`config.mk`:
```
export PLATFORM = sky130hd
export DESIGN_NAME = pixel_code_range_limiter
export DESIGN_NICKNAME = d
export VERILOG_FILES = /design/src/code_range_pkg.sv /design/src/pix_stream_if.sv /design/src/pix_skid_buffer.sv /design/src/pixel_code_range_limiter.sv
export SDC_FILE = /design/constraint.sdc
export NUM_CORES = 1
export LEC_CHECK = 0
export ABC_AREA = 1
export BUFFER_PORTS_ARGS = -buffer_cell sky130_fd_sc_hd__buf_2
export CAP_MARGIN = 20
export CORE_UTILIZATION = 43
export CTS_CLUSTER_SIZE = 16
export DETAILED_ROUTE_END_ITERATION = 16
export GPL_TIMING_DRIVEN = 0
export PLACE_DENSITY = 0.64
export SLEW_MARGIN = 10
export SYNTH_ARGS = -nofsm -noshare
export SYNTH_HDL_FRONTEND = slang
export SYNTH_SLANG_ARGS = --single-unit
```
`constraint.sdc`:
```
create_clock -name i_clk -period 6.58 [get_ports i_clk]
set_input_delay 0.987 -clock i_clk [delete_from_list [all_inputs] [get_ports i_clk]]
set_output_delay 0.987 -clock i_clk [all_outputs]
set_load 0.01 [all_outputs]
```
`src/code_range_pkg.sv`:
```
package code_range_pkg;

    // Stream geometry
    localparam int COMP_W = 16;
    localparam int COMP_N = 3;
    localparam int PIX_W = COMP_W * COMP_N;

    // Declared colour format
    typedef enum logic [1:0] {
        FMT_RGB = 2'h0,
        FMT_YCC444 = 2'h1,
        FMT_YCC422 = 2'h2
    } fmt_e;

    // Declared component depth code
    typedef enum logic [2:0] {
        BPC6 = 3'h0,
        BPC8 = 3'h1,
        BPC10 = 3'h2,
        BPC12 = 3'h3,
        BPC16 = 3'h4
    } bpc_e;

    // Full-range largest code per depth
    localparam logic [15:0] MAX_6 = 16'h003F;
    localparam logic [15:0] MAX_8 = 16'h00FF;
    localparam logic [15:0] MAX_10 = 16'h03FF;
    localparam logic [15:0] MAX_12 = 16'h0FFF;
    localparam logic [15:0] MAX_16 = 16'hFFFF;

    // Limited-range bounds at 8 bits; deeper depths shift them left
    localparam logic [15:0] LUMA_LO_8 = 16'h0010;
    localparam logic [15:0] LUMA_HI_8 = 16'h00EB;
    localparam logic [15:0] CHROMA_LO_8 = 16'h0010;
    localparam logic [15:0] CHROMA_HI_8 = 16'h00F0;
    localparam logic [15:0] CHROMA_ZERO_8 = 16'h0080;

    // Left shift of the 8-bit bounds per depth
    localparam logic [3:0] SH_8 = 4'h0;
    localparam logic [3:0] SH_10 = 4'h2;
    localparam logic [3:0] SH_12 = 4'h4;
    localparam logic [3:0] SH_16 = 4'h8;

    // Descriptor reset values: fall-back format
    localparam logic [1:0] RST_FMT = 2'h0;
    localparam logic [2:0] RST_BPC = 3'h0;
    localparam logic RST_LIMITED = 1'b0;

endpackage

```
`src/pix_stream_if.sv`:
```
`timescale 1ns/1ps
`default_nettype none
interface pix_stream_if #(
    parameter int W = 49
);
    logic valid;
    logic ready;
    logic [W-1:0] data;

    modport src (output valid, output data, input ready);
    modport snk (input valid, input data, output ready);
endinterface
`default_nettype wire

```
`src/pix_skid_buffer.sv`:
```
`timescale 1ns/1ps
`default_nettype none
module pix_skid_buffer #(
    parameter int W = 49
) (
    // Clock and reset
    input wire logic i_clk,
    input wire logic i_reset_n,
    // Filling side
    pix_stream_if.snk s_in,
    // Draining side
    output logic o_valid,
    output logic [W-1:0] o_data,
    input wire logic i_ready
);

    logic head_v_ff, nxt_head_v;
    logic skid_v_ff, nxt_skid_v;
    logic rdy_ff, nxt_rdy;
    logic [W-1:0] head_d_ff, nxt_head_d;
    logic [W-1:0] skid_d_ff, nxt_skid_d;
    logic in_fire;
    logic out_fire;

    generate
        if (W < 1) begin : g_bad_w
            $error("pix_skid_buffer: W must be at least 1");
        end
    endgenerate

    // Two entries: head drives the output, skid catches the word taken while the head stalls
    always_comb begin
        in_fire = s_in.valid && rdy_ff;
        out_fire = head_v_ff && i_ready;
        nxt_head_v = head_v_ff;
        nxt_head_d = head_d_ff;
        nxt_skid_v = skid_v_ff;
        nxt_skid_d = skid_d_ff;
        if (!head_v_ff || out_fire) begin
            if (skid_v_ff) begin
                nxt_head_v = 1'b1;
                nxt_head_d = skid_d_ff;
                nxt_skid_v = 1'b0;
            end else begin
                nxt_head_v = in_fire;
                nxt_head_d = in_fire ? s_in.data : head_d_ff;
            end
        end else if (in_fire) begin
            nxt_skid_v = 1'b1;
            nxt_skid_d = s_in.data;
        end
        // Ready is registered so the upstream path never sees our output combinationally
        nxt_rdy = !nxt_skid_v;
    end

    always_ff @(posedge i_clk or negedge i_reset_n) begin
        if (!i_reset_n) begin
            head_v_ff <= 1'b0;
            skid_v_ff <= 1'b0;
            rdy_ff <= 1'b0;
            head_d_ff <= '0;
            skid_d_ff <= '0;
        end else begin
            head_v_ff <= nxt_head_v;
            skid_v_ff <= nxt_skid_v;
            rdy_ff <= nxt_rdy;
            head_d_ff <= nxt_head_d;
            skid_d_ff <= nxt_skid_d;
        end
    end

    assign s_in.ready = rdy_ff;
    assign o_valid = head_v_ff;
    assign o_data = head_d_ff;

    // A stalled word holds still until it is taken
    a_stall_hold: assert property (@(posedge i_clk) disable iff (!i_reset_n)
        head_v_ff && !i_ready |=> head_v_ff && $stable(head_d_ff))
        else $error("stalled output word changed or vanished");

    // A word taken while full of one entry appears next after the head
    a_skid_order: assert property (@(posedge i_clk) disable iff (!i_reset_n)
        head_v_ff && !i_ready && in_fire ##1 i_ready |=> head_v_ff && head_d_ff == $past(skid_d_ff))
        else $error("skid word not forwarded in order");

endmodule // pix_skid_buffer
`default_nettype wire

```
`src/pixel_code_range_limiter.sv`:
```
`timescale 1ns/1ps
`default_nettype none
// Function
// - Full-range RGB spans code zero up to the largest code of the depth.
// - Limited-range RGB puts zero intensity at 16, 64, 256 or 4096 for 8, 10, 12 or 16 bits.
// - Limited-range RGB puts maximum intensity at 235, 940, 3760 or 60160 for 8, 10, 12 or 16 bits.
// - An 18 bpp RGB stream is always full range.
// - The sink limits RGB codes to the declared range itself.
// - Luma runs 16 to 235 at 8 bits, scaled by four per two extra bits.
// - Chroma zero sits at 128, 512, 2048 or 32768 and passes unchanged.
// - Chroma runs 16 to 240 at 8 bits, scaled the same way.
// - The sink restricts YCbCr codes to the range itself.
// - Format, depth and range come from the stream's descriptor only.
// - Any code may arrive in a limited stream and is clamped where needed.
module pixel_code_range_limiter #(
    parameter int COMP_W = code_range_pkg::COMP_W,
    parameter int COMP_N = code_range_pkg::COMP_N
) (
    // Clock and reset
    input wire logic i_clk,
    input wire logic i_reset_n,
    // Stream format descriptor
    input wire logic i_desc_load,
    input wire logic [1:0] i_desc_fmt,
    input wire logic [2:0] i_desc_bpc,
    input wire logic i_desc_limited,
    // Incoming pixels, components right-aligned, component 0 is R or Y
    input wire logic i_pix_valid,
    input wire logic [COMP_W*COMP_N-1:0] i_pix_data,
    output logic o_pix_ready,
    // Outgoing clamped pixels
    output logic o_out_valid,
    output logic [COMP_W*COMP_N-1:0] o_out_data,
    output logic o_out_clamped,
    input wire logic i_out_ready,
    // Descriptor in force
    output logic [1:0] o_fmt,
    output logic [2:0] o_bpc,
    output logic o_limited
);

    localparam int PW = COMP_W * COMP_N;

    generate
        if (COMP_W != 16 || COMP_N != 3) begin : g_bad_geom
            $error("pixel_code_range_limiter: only 3 components of 16 bits are served");
        end
    endgenerate

    pix_stream_if #(.W(PW + 1)) buf_if ();

    logic [1:0] fmt_ff, nxt_fmt;
    logic [2:0] bpc_ff, nxt_bpc;
    logic lim_ff, nxt_lim;
    logic lim_eff_ff, nxt_lim_eff;
    logic [15:0] max_code;
    logic [3:0] sh;
    logic lim_eff;
    logic [COMP_N-1:0] hit;
    logic [PW-1:0] clamped;

    // Descriptor is latched on load and steers every later pixel
    always_comb begin
        nxt_fmt = fmt_ff;
        nxt_bpc = bpc_ff;
        nxt_lim = lim_ff;
        if (i_desc_load) begin
            nxt_fmt = i_desc_fmt;
            nxt_bpc = i_desc_bpc;
            nxt_lim = i_desc_limited;
        end
        // Six-bit depth has no limited coding, so the declaration is overridden before it is stored
        nxt_lim_eff = nxt_lim && (nxt_bpc != code_range_pkg::BPC6);
    end

    always_ff @(posedge i_clk or negedge i_reset_n) begin
        if (!i_reset_n) begin
            fmt_ff <= code_range_pkg::RST_FMT;
            bpc_ff <= code_range_pkg::RST_BPC;
            lim_ff <= code_range_pkg::RST_LIMITED;
            lim_eff_ff <= code_range_pkg::RST_LIMITED;
        end else begin
            fmt_ff <= nxt_fmt;
            bpc_ff <= nxt_bpc;
            lim_ff <= nxt_lim;
            lim_eff_ff <= nxt_lim_eff;
        end
    end

    // Depth decode; unknown depth codes fall to 8 bits rather than open the range
    always_comb begin
        unique case (code_range_pkg::bpc_e'(bpc_ff))
            code_range_pkg::BPC6: begin
                max_code = code_range_pkg::MAX_6;
                sh = code_range_pkg::SH_8;
            end
            code_range_pkg::BPC10: begin
                max_code = code_range_pkg::MAX_10;
                sh = code_range_pkg::SH_10;
            end
            code_range_pkg::BPC12: begin
                max_code = code_range_pkg::MAX_12;
                sh = code_range_pkg::SH_12;
            end
            code_range_pkg::BPC16: begin
                max_code = code_range_pkg::MAX_16;
                sh = code_range_pkg::SH_16;
            end
            default: begin
                max_code = code_range_pkg::MAX_8;
                sh = code_range_pkg::SH_8;
            end
        endcase
        // Effective range flag is kept in a flop so the status output needs no logic after it
        lim_eff = lim_eff_ff;
    end

    // Per-component clamp; the source may send any code so nothing is trusted
    genvar g;
    generate
        for (g = 0; g < COMP_N; g++) begin : g_comp
            logic [15:0] lo;
            logic [15:0] hi;
            logic [15:0] code;
            logic [15:0] res;
            logic res_hit;
            logic is_chroma;

            always_comb begin
                code = i_pix_data[g*COMP_W +: COMP_W];
                // Both 4:2:2 chroma slots share bounds, so Cb/Cr alternation needs no tracking
                is_chroma = (fmt_ff != code_range_pkg::FMT_RGB) && (g != 0);
                if (!lim_eff) begin
                    lo = 16'h0000;
                    hi = max_code;
                end else if (is_chroma) begin
                    lo = code_range_pkg::CHROMA_LO_8 << sh;
                    hi = code_range_pkg::CHROMA_HI_8 << sh;
                end else begin
                    lo = code_range_pkg::LUMA_LO_8 << sh;
                    hi = code_range_pkg::LUMA_HI_8 << sh;
                end
                // Out-of-range codes are replaced by the nearer bound
                if (code < lo) begin
                    res = lo;
                    res_hit = 1'b1;
                end else if (code > hi) begin
                    res = hi;
                    res_hit = 1'b1;
                end else begin
                    res = code;
                    res_hit = 1'b0;
                end
            end

            // Each slot drives only its own slice, so no two processes write one variable
            assign clamped[g*COMP_W +: COMP_W] = res;
            assign hit[g] = res_hit;

            a_full_max_bound: assert property (@(posedge i_clk) disable iff (!i_reset_n)
                buf_if.valid && !lim_eff |-> buf_if.data[g*COMP_W +: COMP_W] <= max_code)
                else $error("full-range code above depth maximum");

            a_lim_low_bound: assert property (@(posedge i_clk) disable iff (!i_reset_n)
                buf_if.valid && lim_eff && !is_chroma
                |-> buf_if.data[g*COMP_W +: COMP_W] >= (code_range_pkg::LUMA_LO_8 << sh))
                else $error("limited code below zero level");

            a_lim_high_bound: assert property (@(posedge i_clk) disable iff (!i_reset_n)
                buf_if.valid && lim_eff && !is_chroma
                |-> buf_if.data[g*COMP_W +: COMP_W] <= (code_range_pkg::LUMA_HI_8 << sh))
                else $error("limited code above maximum level");

            a_chroma_bound: assert property (@(posedge i_clk) disable iff (!i_reset_n)
                buf_if.valid && lim_eff && is_chroma
                |-> buf_if.data[g*COMP_W +: COMP_W] >= (code_range_pkg::CHROMA_LO_8 << sh)
                && buf_if.data[g*COMP_W +: COMP_W] <= (code_range_pkg::CHROMA_HI_8 << sh))
                else $error("chroma code outside nominal range");

            a_chroma_zero_pass: assert property (@(posedge i_clk) disable iff (!i_reset_n)
                buf_if.valid && lim_eff && is_chroma && code == (code_range_pkg::CHROMA_ZERO_8 << sh)
                |-> buf_if.data[g*COMP_W +: COMP_W] == code)
                else $error("chroma zero level altered");

            a_inrange_pass: assert property (@(posedge i_clk) disable iff (!i_reset_n)
                buf_if.valid && !hit[g] |-> buf_if.data[g*COMP_W +: COMP_W] == code)
                else $error("in-range code altered");

            a_clamp_to_bound: assert property (@(posedge i_clk) disable iff (!i_reset_n)
                buf_if.valid && code > hi |-> buf_if.data[g*COMP_W +: COMP_W] == hi && hit[g])
                else $error("high code not replaced by bound");
        end
    endgenerate

    // Clamp result and its flag enter the buffer together
    assign buf_if.valid = i_pix_valid;
    assign buf_if.data = {(|hit), clamped};

    pix_skid_buffer #(.W(PW + 1)) u_buf (
        .i_clk(i_clk),
        .i_reset_n(i_reset_n),
        .s_in(buf_if.snk),
        .o_valid(o_out_valid),
        .o_data({o_out_clamped, o_out_data}),
        .i_ready(i_out_ready)
    );

    assign o_pix_ready = buf_if.ready;
    assign o_fmt = fmt_ff;
    assign o_bpc = bpc_ff;
    assign o_limited = lim_eff_ff;

    // Six-bit depth never clamps into a limited window
    a_rgb18_full: assert property (@(posedge i_clk) disable iff (!i_reset_n)
        bpc_ff == code_range_pkg::BPC6 |-> !o_limited)
        else $error("six-bit stream treated as limited");

    // A loaded descriptor is in force from the next cycle
    a_desc_load: assert property (@(posedge i_clk) disable iff (!i_reset_n)
        i_desc_load |=> o_fmt == $past(i_desc_fmt) && o_bpc == $past(i_desc_bpc))
        else $error("descriptor not taken on load");

endmodule // pixel_code_range_limiter
`default_nettype wire

```
# --- Word-level counts from Yosys, hierarchy flattened ---
# Cells that the tools add are included.
word_totals:
  regBits: 108
  input_bits: 59
  output_inout_bits: 57
  word_cells: 60
op_classes:
  n_reduce_logical: 13
  eq_ne: 3
  mux: 25
  order_cmp: 6
  shifts: 3
  bitwise: 1
op_table:
  columns: ["operator", "count"]
  rows:
  - ["2-to-1 mux 16 bit", 10]
  - ["2-to-1 mux 49 bit", 2]
  - ["case mux 16 bit (4 select lines)", 1]
  - ["greater-than comparator 16 bit", 3]
  - ["less-than comparator 16 bit", 3]
  - ["<< shifter 8 x 4 -> 16 bit (first input constant)", 2]
  - ["<< shifter 5 x 4 -> 16 bit (first input constant)", 1]
  - ["case mux 4 bit (3 select lines)", 1]
  - ["2-to-1 mux 1 bit", 10]
  - ["equality test 3 x 2 -> 1 bit (second input constant)", 2]
  - ["AND reduction 2 bit", 2]
  - ["nonzero test 2 bit", 2]
  - ["equality test 3 bit (second input constant)", 1]
  - ["logical AND 1 bit", 3]
  - ["zero test 3 bit", 1]
  - ["2-to-1 mux 3 bit", 1]
  - ["nonzero test 3 bit", 1]
  - ["OR reduction 3 bit", 1]
  - ["zero test 1 bit", 2]
  - ["logical OR 1 bit", 1]
  - ["NOT 1 bit", 1]

# --- Depth between registers and ports, before layout ---
logic_depth:
  word_depth: 11
  ltp_mapped: 27
  depth_no_buf: 26

# --- Cells and area by module ---
# Synthesis repeated with hierarchy kept, for this count alone.
hier_totals:
  hier_cells: 1173
  area_unflattened_um2: 7933.9
by_module_without_submodules:
  columns: ["module", "n_inst", "cells_each", "area_per_inst_um2", "seq_area_each_um2"]
  rows:
  - ["pix_skid_buffer", 1, 589, 4474.3, 2527.4]
  - ["pixel_code_range_limiter", 1, 584, 3459.6, 175.2]

# --- Least setup slack after synthesis ---
# OpenSTA, ideal clock, no wires.
synth_path:
  kind: "register to register"
  start: "register bpc_ff[2], in the netlist o_bpc[2]"
  end: "register u_buf.head_d_ff[39], in the netlist u_buf.o_data[39]"
  synth_period_minus_slack_ns: 3.382
  required_time_ns: 6.464
  path_buffers: 1
  path_slack_ns: 3.198
  t_arrival_ns: 3.266
  setup_ns: 0.116
  stages_incl_launch_ff: 25
  cell_sequence: "dfrtp_1 nor2_1 inv_1 nor2_2 inv_1 ha_1 inv_1 o21ai_0 a221oi_1 ha_1 nand2_1 o21ai_0 nand2_1 o211ai_1 a21oi_1 o21ai_4 nand2_4 inv_2 buf_6 nor2_1 nor2_1 nand2_1 nand2_1 nand2_1 nand2_1"
synth_between:
  elab_chain_cells: 10
  elab_cells_between_ends: 18
  classes_between: "order compare (2); eq/ne (3); shift (3); mux (9); reduce/logical (1)"
synth_rtl:
  columns: ["item", "line_no", "text"]
  rows:
  - ["start: declaration", "pixel_code_range_limiter.sv:53", "logic [2:0] bpc_ff, nxt_bpc;"]
  - ["start signal: assignment", "pixel_code_range_limiter.sv:79", "bpc_ff <= code_range_pkg::RST_BPC;"]
  - ["start signal: assignment", "pixel_code_range_limiter.sv:84", "bpc_ff <= nxt_bpc;"]
  - ["equality test 3 bit / equality test 3 x 2 -> 1 bit (equally long branches)", "pixel_code_range_limiter.sv:92", "unique case (code_range_pkg::bpc_e'(bpc_ff))"]
  - ["case mux 4 bit (3 select lines)", "pixel_code_range_limiter.sv:92", null]
  - ["<< shifter 8 x 4 -> 16 bit (on tied branches)", "pixel_code_range_limiter.sv:141, pixel_code_range_limiter.sv:138", null]
  - ["2-to-1 mux 16 bit", "pixel_code_range_limiter.sv:136", "end else if (is_chroma) begin"]
  - ["2-to-1 mux 16 bit", "pixel_code_range_limiter.sv:133", "if (!lim_eff) begin"]
  - ["greater-than comparator 16 bit", "pixel_code_range_limiter.sv:147", "end else if (code > hi) begin"]
  - ["2-to-1 mux 16 bit", "pixel_code_range_limiter.sv:147", null]
  - ["2-to-1 mux 16 bit *", "pixel_code_range_limiter.sv:144", "if (code < lo) begin"]
  - ["2-to-1 mux 49 bit *", "pix_skid_buffer.sv:46", "nxt_head_d = in_fire ? s_in.data : head_d_ff;"]
  - ["2-to-1 mux 49 bit *", "pix_skid_buffer.sv:40", "if (skid_v_ff) begin"]
  - ["end signal: assignment", "pix_skid_buffer.sv:67", "head_d_ff <= nxt_head_d;"]
  - ["end: declaration", "pix_skid_buffer.sv:20", "logic [W-1:0] head_d_ff, nxt_head_d;"]
# Every way passes the cells marked *; elsewhere a longest branch is shown, timed or not. The select of a mux whose other input is x is not followed.
# A chain may end at the register's enable or synchronous reset.

# --- Worst setup path after layout ---
layout_path:
  start: "register bpc_ff[2], in the netlist o_bpc[2]"
  end: "register u_buf.head_d_ff[48], in the netlist u_buf.o_data[48]"
layout_between:
  elab_chain_cells: 11
  elab_cells_between_ends: 28
  classes_between: "order compare (6); eq/ne (3); shift (3); mux (14); reduce/logical (2)"
layout_rtl:
  columns: ["item", "line_no", "text"]
  rows:
  - ["equality test 3 bit / equality test 3 x 2 -> 1 bit (equally long branches)", "pixel_code_range_limiter.sv:92", null]
  - ["case mux 4 bit (3 select lines)", "pixel_code_range_limiter.sv:92", null]
  - ["<< shifter 8 x 4 -> 16 bit (on tied branches)", "pixel_code_range_limiter.sv:141, pixel_code_range_limiter.sv:138", null]
  - ["2-to-1 mux 16 bit", "pixel_code_range_limiter.sv:136", null]
  - ["2-to-1 mux 16 bit", "pixel_code_range_limiter.sv:133", null]
  - ["greater-than comparator 16 bit", "pixel_code_range_limiter.sv:147", null]
  - ["2-to-1 mux 1 bit", "pixel_code_range_limiter.sv:147", null]
  - ["2-to-1 mux 1 bit", "pixel_code_range_limiter.sv:144", null]
  - ["OR reduction 3 bit *", "pixel_code_range_limiter.sv:197", "assign buf_if.data = {(|hit), clamped};"]
  - ["2-to-1 mux 49 bit *", "pix_skid_buffer.sv:46", null]
  - ["2-to-1 mux 49 bit *", "pix_skid_buffer.sv:40", null]
# Marks and branches as above.

==> impl_metrics.ini <==
[outcome]
outcome = complete, no violations

[floorplan]
core_area_um2 = 16640
die_h_um = 133.0
die_area_um2 = 17680
die_x_um = 133.0
ios = 116
rows = 47
start_util_pct = 44.31

[clock_tree]
path_clk_slew_ns = 0.08
cts_tree = yes
clk_latency_ns = 0.36
cts-root-buf = clkbuf_16
holdBufCountCts = 0
postCtsSetupBuffers = 0
ctsResizeCount = 0
numClockSinks = 108
clock_path_buffers = 2
numCtsBuffers = 9
htreeDepth = 3

[synthesis]
synthTopCellsByArea = dfrtp_1 (37%), nand2_1 (16%), ha_1 (12%)
synth_area_leader_cell = dfrtp_1
netlist_area_um2 = 7375
ys_seq_elements = 108
ys_seq_area_share_pct = 36.65
synth_top_area_share_pct = 36.65
ys_warn_count = 0
syn_area_per_cell_um2 = 7.167
ys_types = 39
synthCells = 1029

[layout]
diodes = 0
num-fill-cells = 1743
multi_input_area_um2 = 4101
final_cell_mix = nand2_1 (309), buf_2 (117), dfrtp_1 (108), inv_1 (99), o21ai_0 (97)
regArea_um2 = 2703
final_util_pct = 51.52
layout.nets = 1285
drive_gt1_share_pct = 13.41
final_common_cell = nand2_1
area_growth_pct = 16.27
fin_cells = 1383

[sta]
clock_skew_ns = 0.01517
timing.final.crit_period_ns = 4.468
tightest_slew_ns = 0.8774
finalMaxSlewViolations = 0
fin_tns_setup_ns = 0
setup_viol = 0
finalCritPeriodShare_pct = 67.90
max_slew_margin_pct = 41.51
fmaxAchievable_mhz = 223.8
rsz0062_at_grt = false
final_hold_viol_count = 0
holdWs_ns = 0.4776

[placed_design]
place_inst = 1367
hpwlAfterDp_mm = 17.46
gp_congestion = 0.9000
numPortBuffers = 115

[drt]
num_vias = 7204
routed_wl_mm = 22.01
drc_errors = 0
dr.pass1.iters = 5
wl_per_cell_um = 15.91
antenna_left = 0
drt_iter0_drc = 728
viasPerCell = 5.209

[global_routing]
grt.total_usage_pct = 26.05
antenna_found_initial = 0
grt-ovfl-total = 0
grt_pass1_wl_mm = 35.65
grt_max_degree = 66
grt_pass1_vias = 6653

[setup_path]
cp_max_fo = 10
critical_path_class = reg -> reg
max_stage_delay_ns = 0.76
start_kind = flop
cp.arrival_ns = 4.70
end_kind = flop
critical-path-slowest-cell = a221oi_1
crit_path_cell_trace = nor2_1 > inv_1 > nor2_2 > inv_1 > ha_1 > inv_1 > o21ai_0 > a221oi_1 > ha_1 > nand2_1 > o21ai_0 > nand2_1 > o211ai_1 > a21oi_1 > o21ai_4 > nand2_4 > buf_4 > nand3_1 > o21ai_0 > nand2_1
cp.required_ns = 6.82

[power]
power_mw = 2.461
power_density_nw_per_um2 = 287.1
vdd_drop_max_v = 0.0001421
p_leak_nw = 4.628

[worst_hold_path]
hold_class = reg -> reg

[run]
cap_violations = 0
[power by group]
group          switching, mW  internal (mW)  leakage, nW  total, mW
Combinational          0.584          0.334         3.15      0.918
Sequential             0.103          0.864         1.33      0.967
Clock                  0.274          0.303        0.150      0.577
Total                  0.961           1.50         4.63       2.46
[metrics by stage]
stage	cell area, um2	worst slack (ns)
floorplan	7382	3.198
global placement	8233	2.252
detailed placement	8267	2.197
CTS	8574	2.165
global route	8574	1.848
finish	8574	2.112
[cell families (layout without fill, tap and decap cells)]
logic type,after synthesis,after routing,share of synthesized area [%]
multiplexers,1,1,0.1527
adder cells (fa/ha/maj),68,68,11.54
buffers and inverters,149,281,7.838
AO/OA/AOI/OAI,201,201,15.71
other,1,3,0.05085
AND/OR/NAND/NOR,501,501,28.06
flip-flops,108,108,36.65
[state kept, by name, summed over array words and instances (netlist names)]
signal and flops:
u_buf.skid_v_ff 1, u_buf.o_valid 1, o_bpc 3, o_limited 1, u_buf.o_data 49, u_buf.skid_d_ff 49, lim_ff 1, o_fmt 2
u_buf.s_in.ready 1
[worst max-delay path: cells and delay by family (launching register included)]
| family | cells | cell delay, ns |
|---|---|---|
| AO/OA/AOI/OAI | 7 | 1.77 |
| adder cells (fa/ha/maj) | 2 | 0.60 |
| buffers and inverters | 4 | 0.54 |
| flip-flops | 1 | 0.46 |
| AND/OR/NAND/NOR | 7 | 0.97 |
[path summary, 6_finish.rpt]
kind	start	slack, ns	endpoint	cells after the start
setup / recovery	o_bpc[2]$_DFF_PN0_	2.11	u_buf.o_data[48]$_DFFE_PN0P_	20
hold / removal	u_buf.o_data[28]$_DFFE_PN0P_	0.48	u_buf.o_data[28]$_DFFE_PN0P_	2
setup reg to reg	o_bpc[2]$_DFF_PN0_	2.11	u_buf.o_data[48]$_DFFE_PN0P_	20
hold reg to reg	u_buf.o_data[28]$_DFFE_PN0P_	0.48	u_buf.o_data[28]$_DFFE_PN0P_	2
max in group asynchronous	i_reset_n	5.37	u_buf.skid_d_ff[32]$_DFFE_PN0P_	2
min in group asynchronous	i_reset_n	0.53	o_limited$_DFF_PN0_	1
[cell type report]
class | count | share of cell area (%)
Tap cell | 220 | 3.210
Multi-Input combinational cell | 774 | 47.83
Buffer | 45 | 2.189
Timing Repair Buffer | 116 | 7.106
Clock inverter | 7 | 0.9631
Clock buffer | 9 | 2.627
Inverter | 104 | 4.553
Sequential cell | 108 | 31.52
[cells in the mapped netlist, drive strengths merged]
cell type	number
a21oi	36
a211oi	3
ha	68
nor2	97
conb	1
o21ai	111
dfrtp	108
a31oi	8
nor3b	1
and3	1
buf	10
o221a	1
nand3b	1
o211ai	13
a21o	15
nand4	8
nand2	315
o31ai	6
a221oi	1
nand3	64
inv	101
o21bai	5
nor3	13
clkinv	3
o21a	2
mux2	1
clkbuf	35
and2	1
[metal layers]
| metal | global-route usage [%] | vias up | share of wire, % | routed length (um) |
|---|---|---|---|---|
| li1 | - | 3625 | - | - |
| met1 | 37.65 | 3310 | 48 | 10540 |
| met2 | 40.43 | 242 | 45 | 9824 |
| met3 | 3.640 | 27 | 5.7 | 1259 |
| met4 | 7.471 | 0 | 1.7 | 382 |
| met5 | 0 | - | 0 | 0 |
No activity file was read; power rests on OpenSTA's default activity.
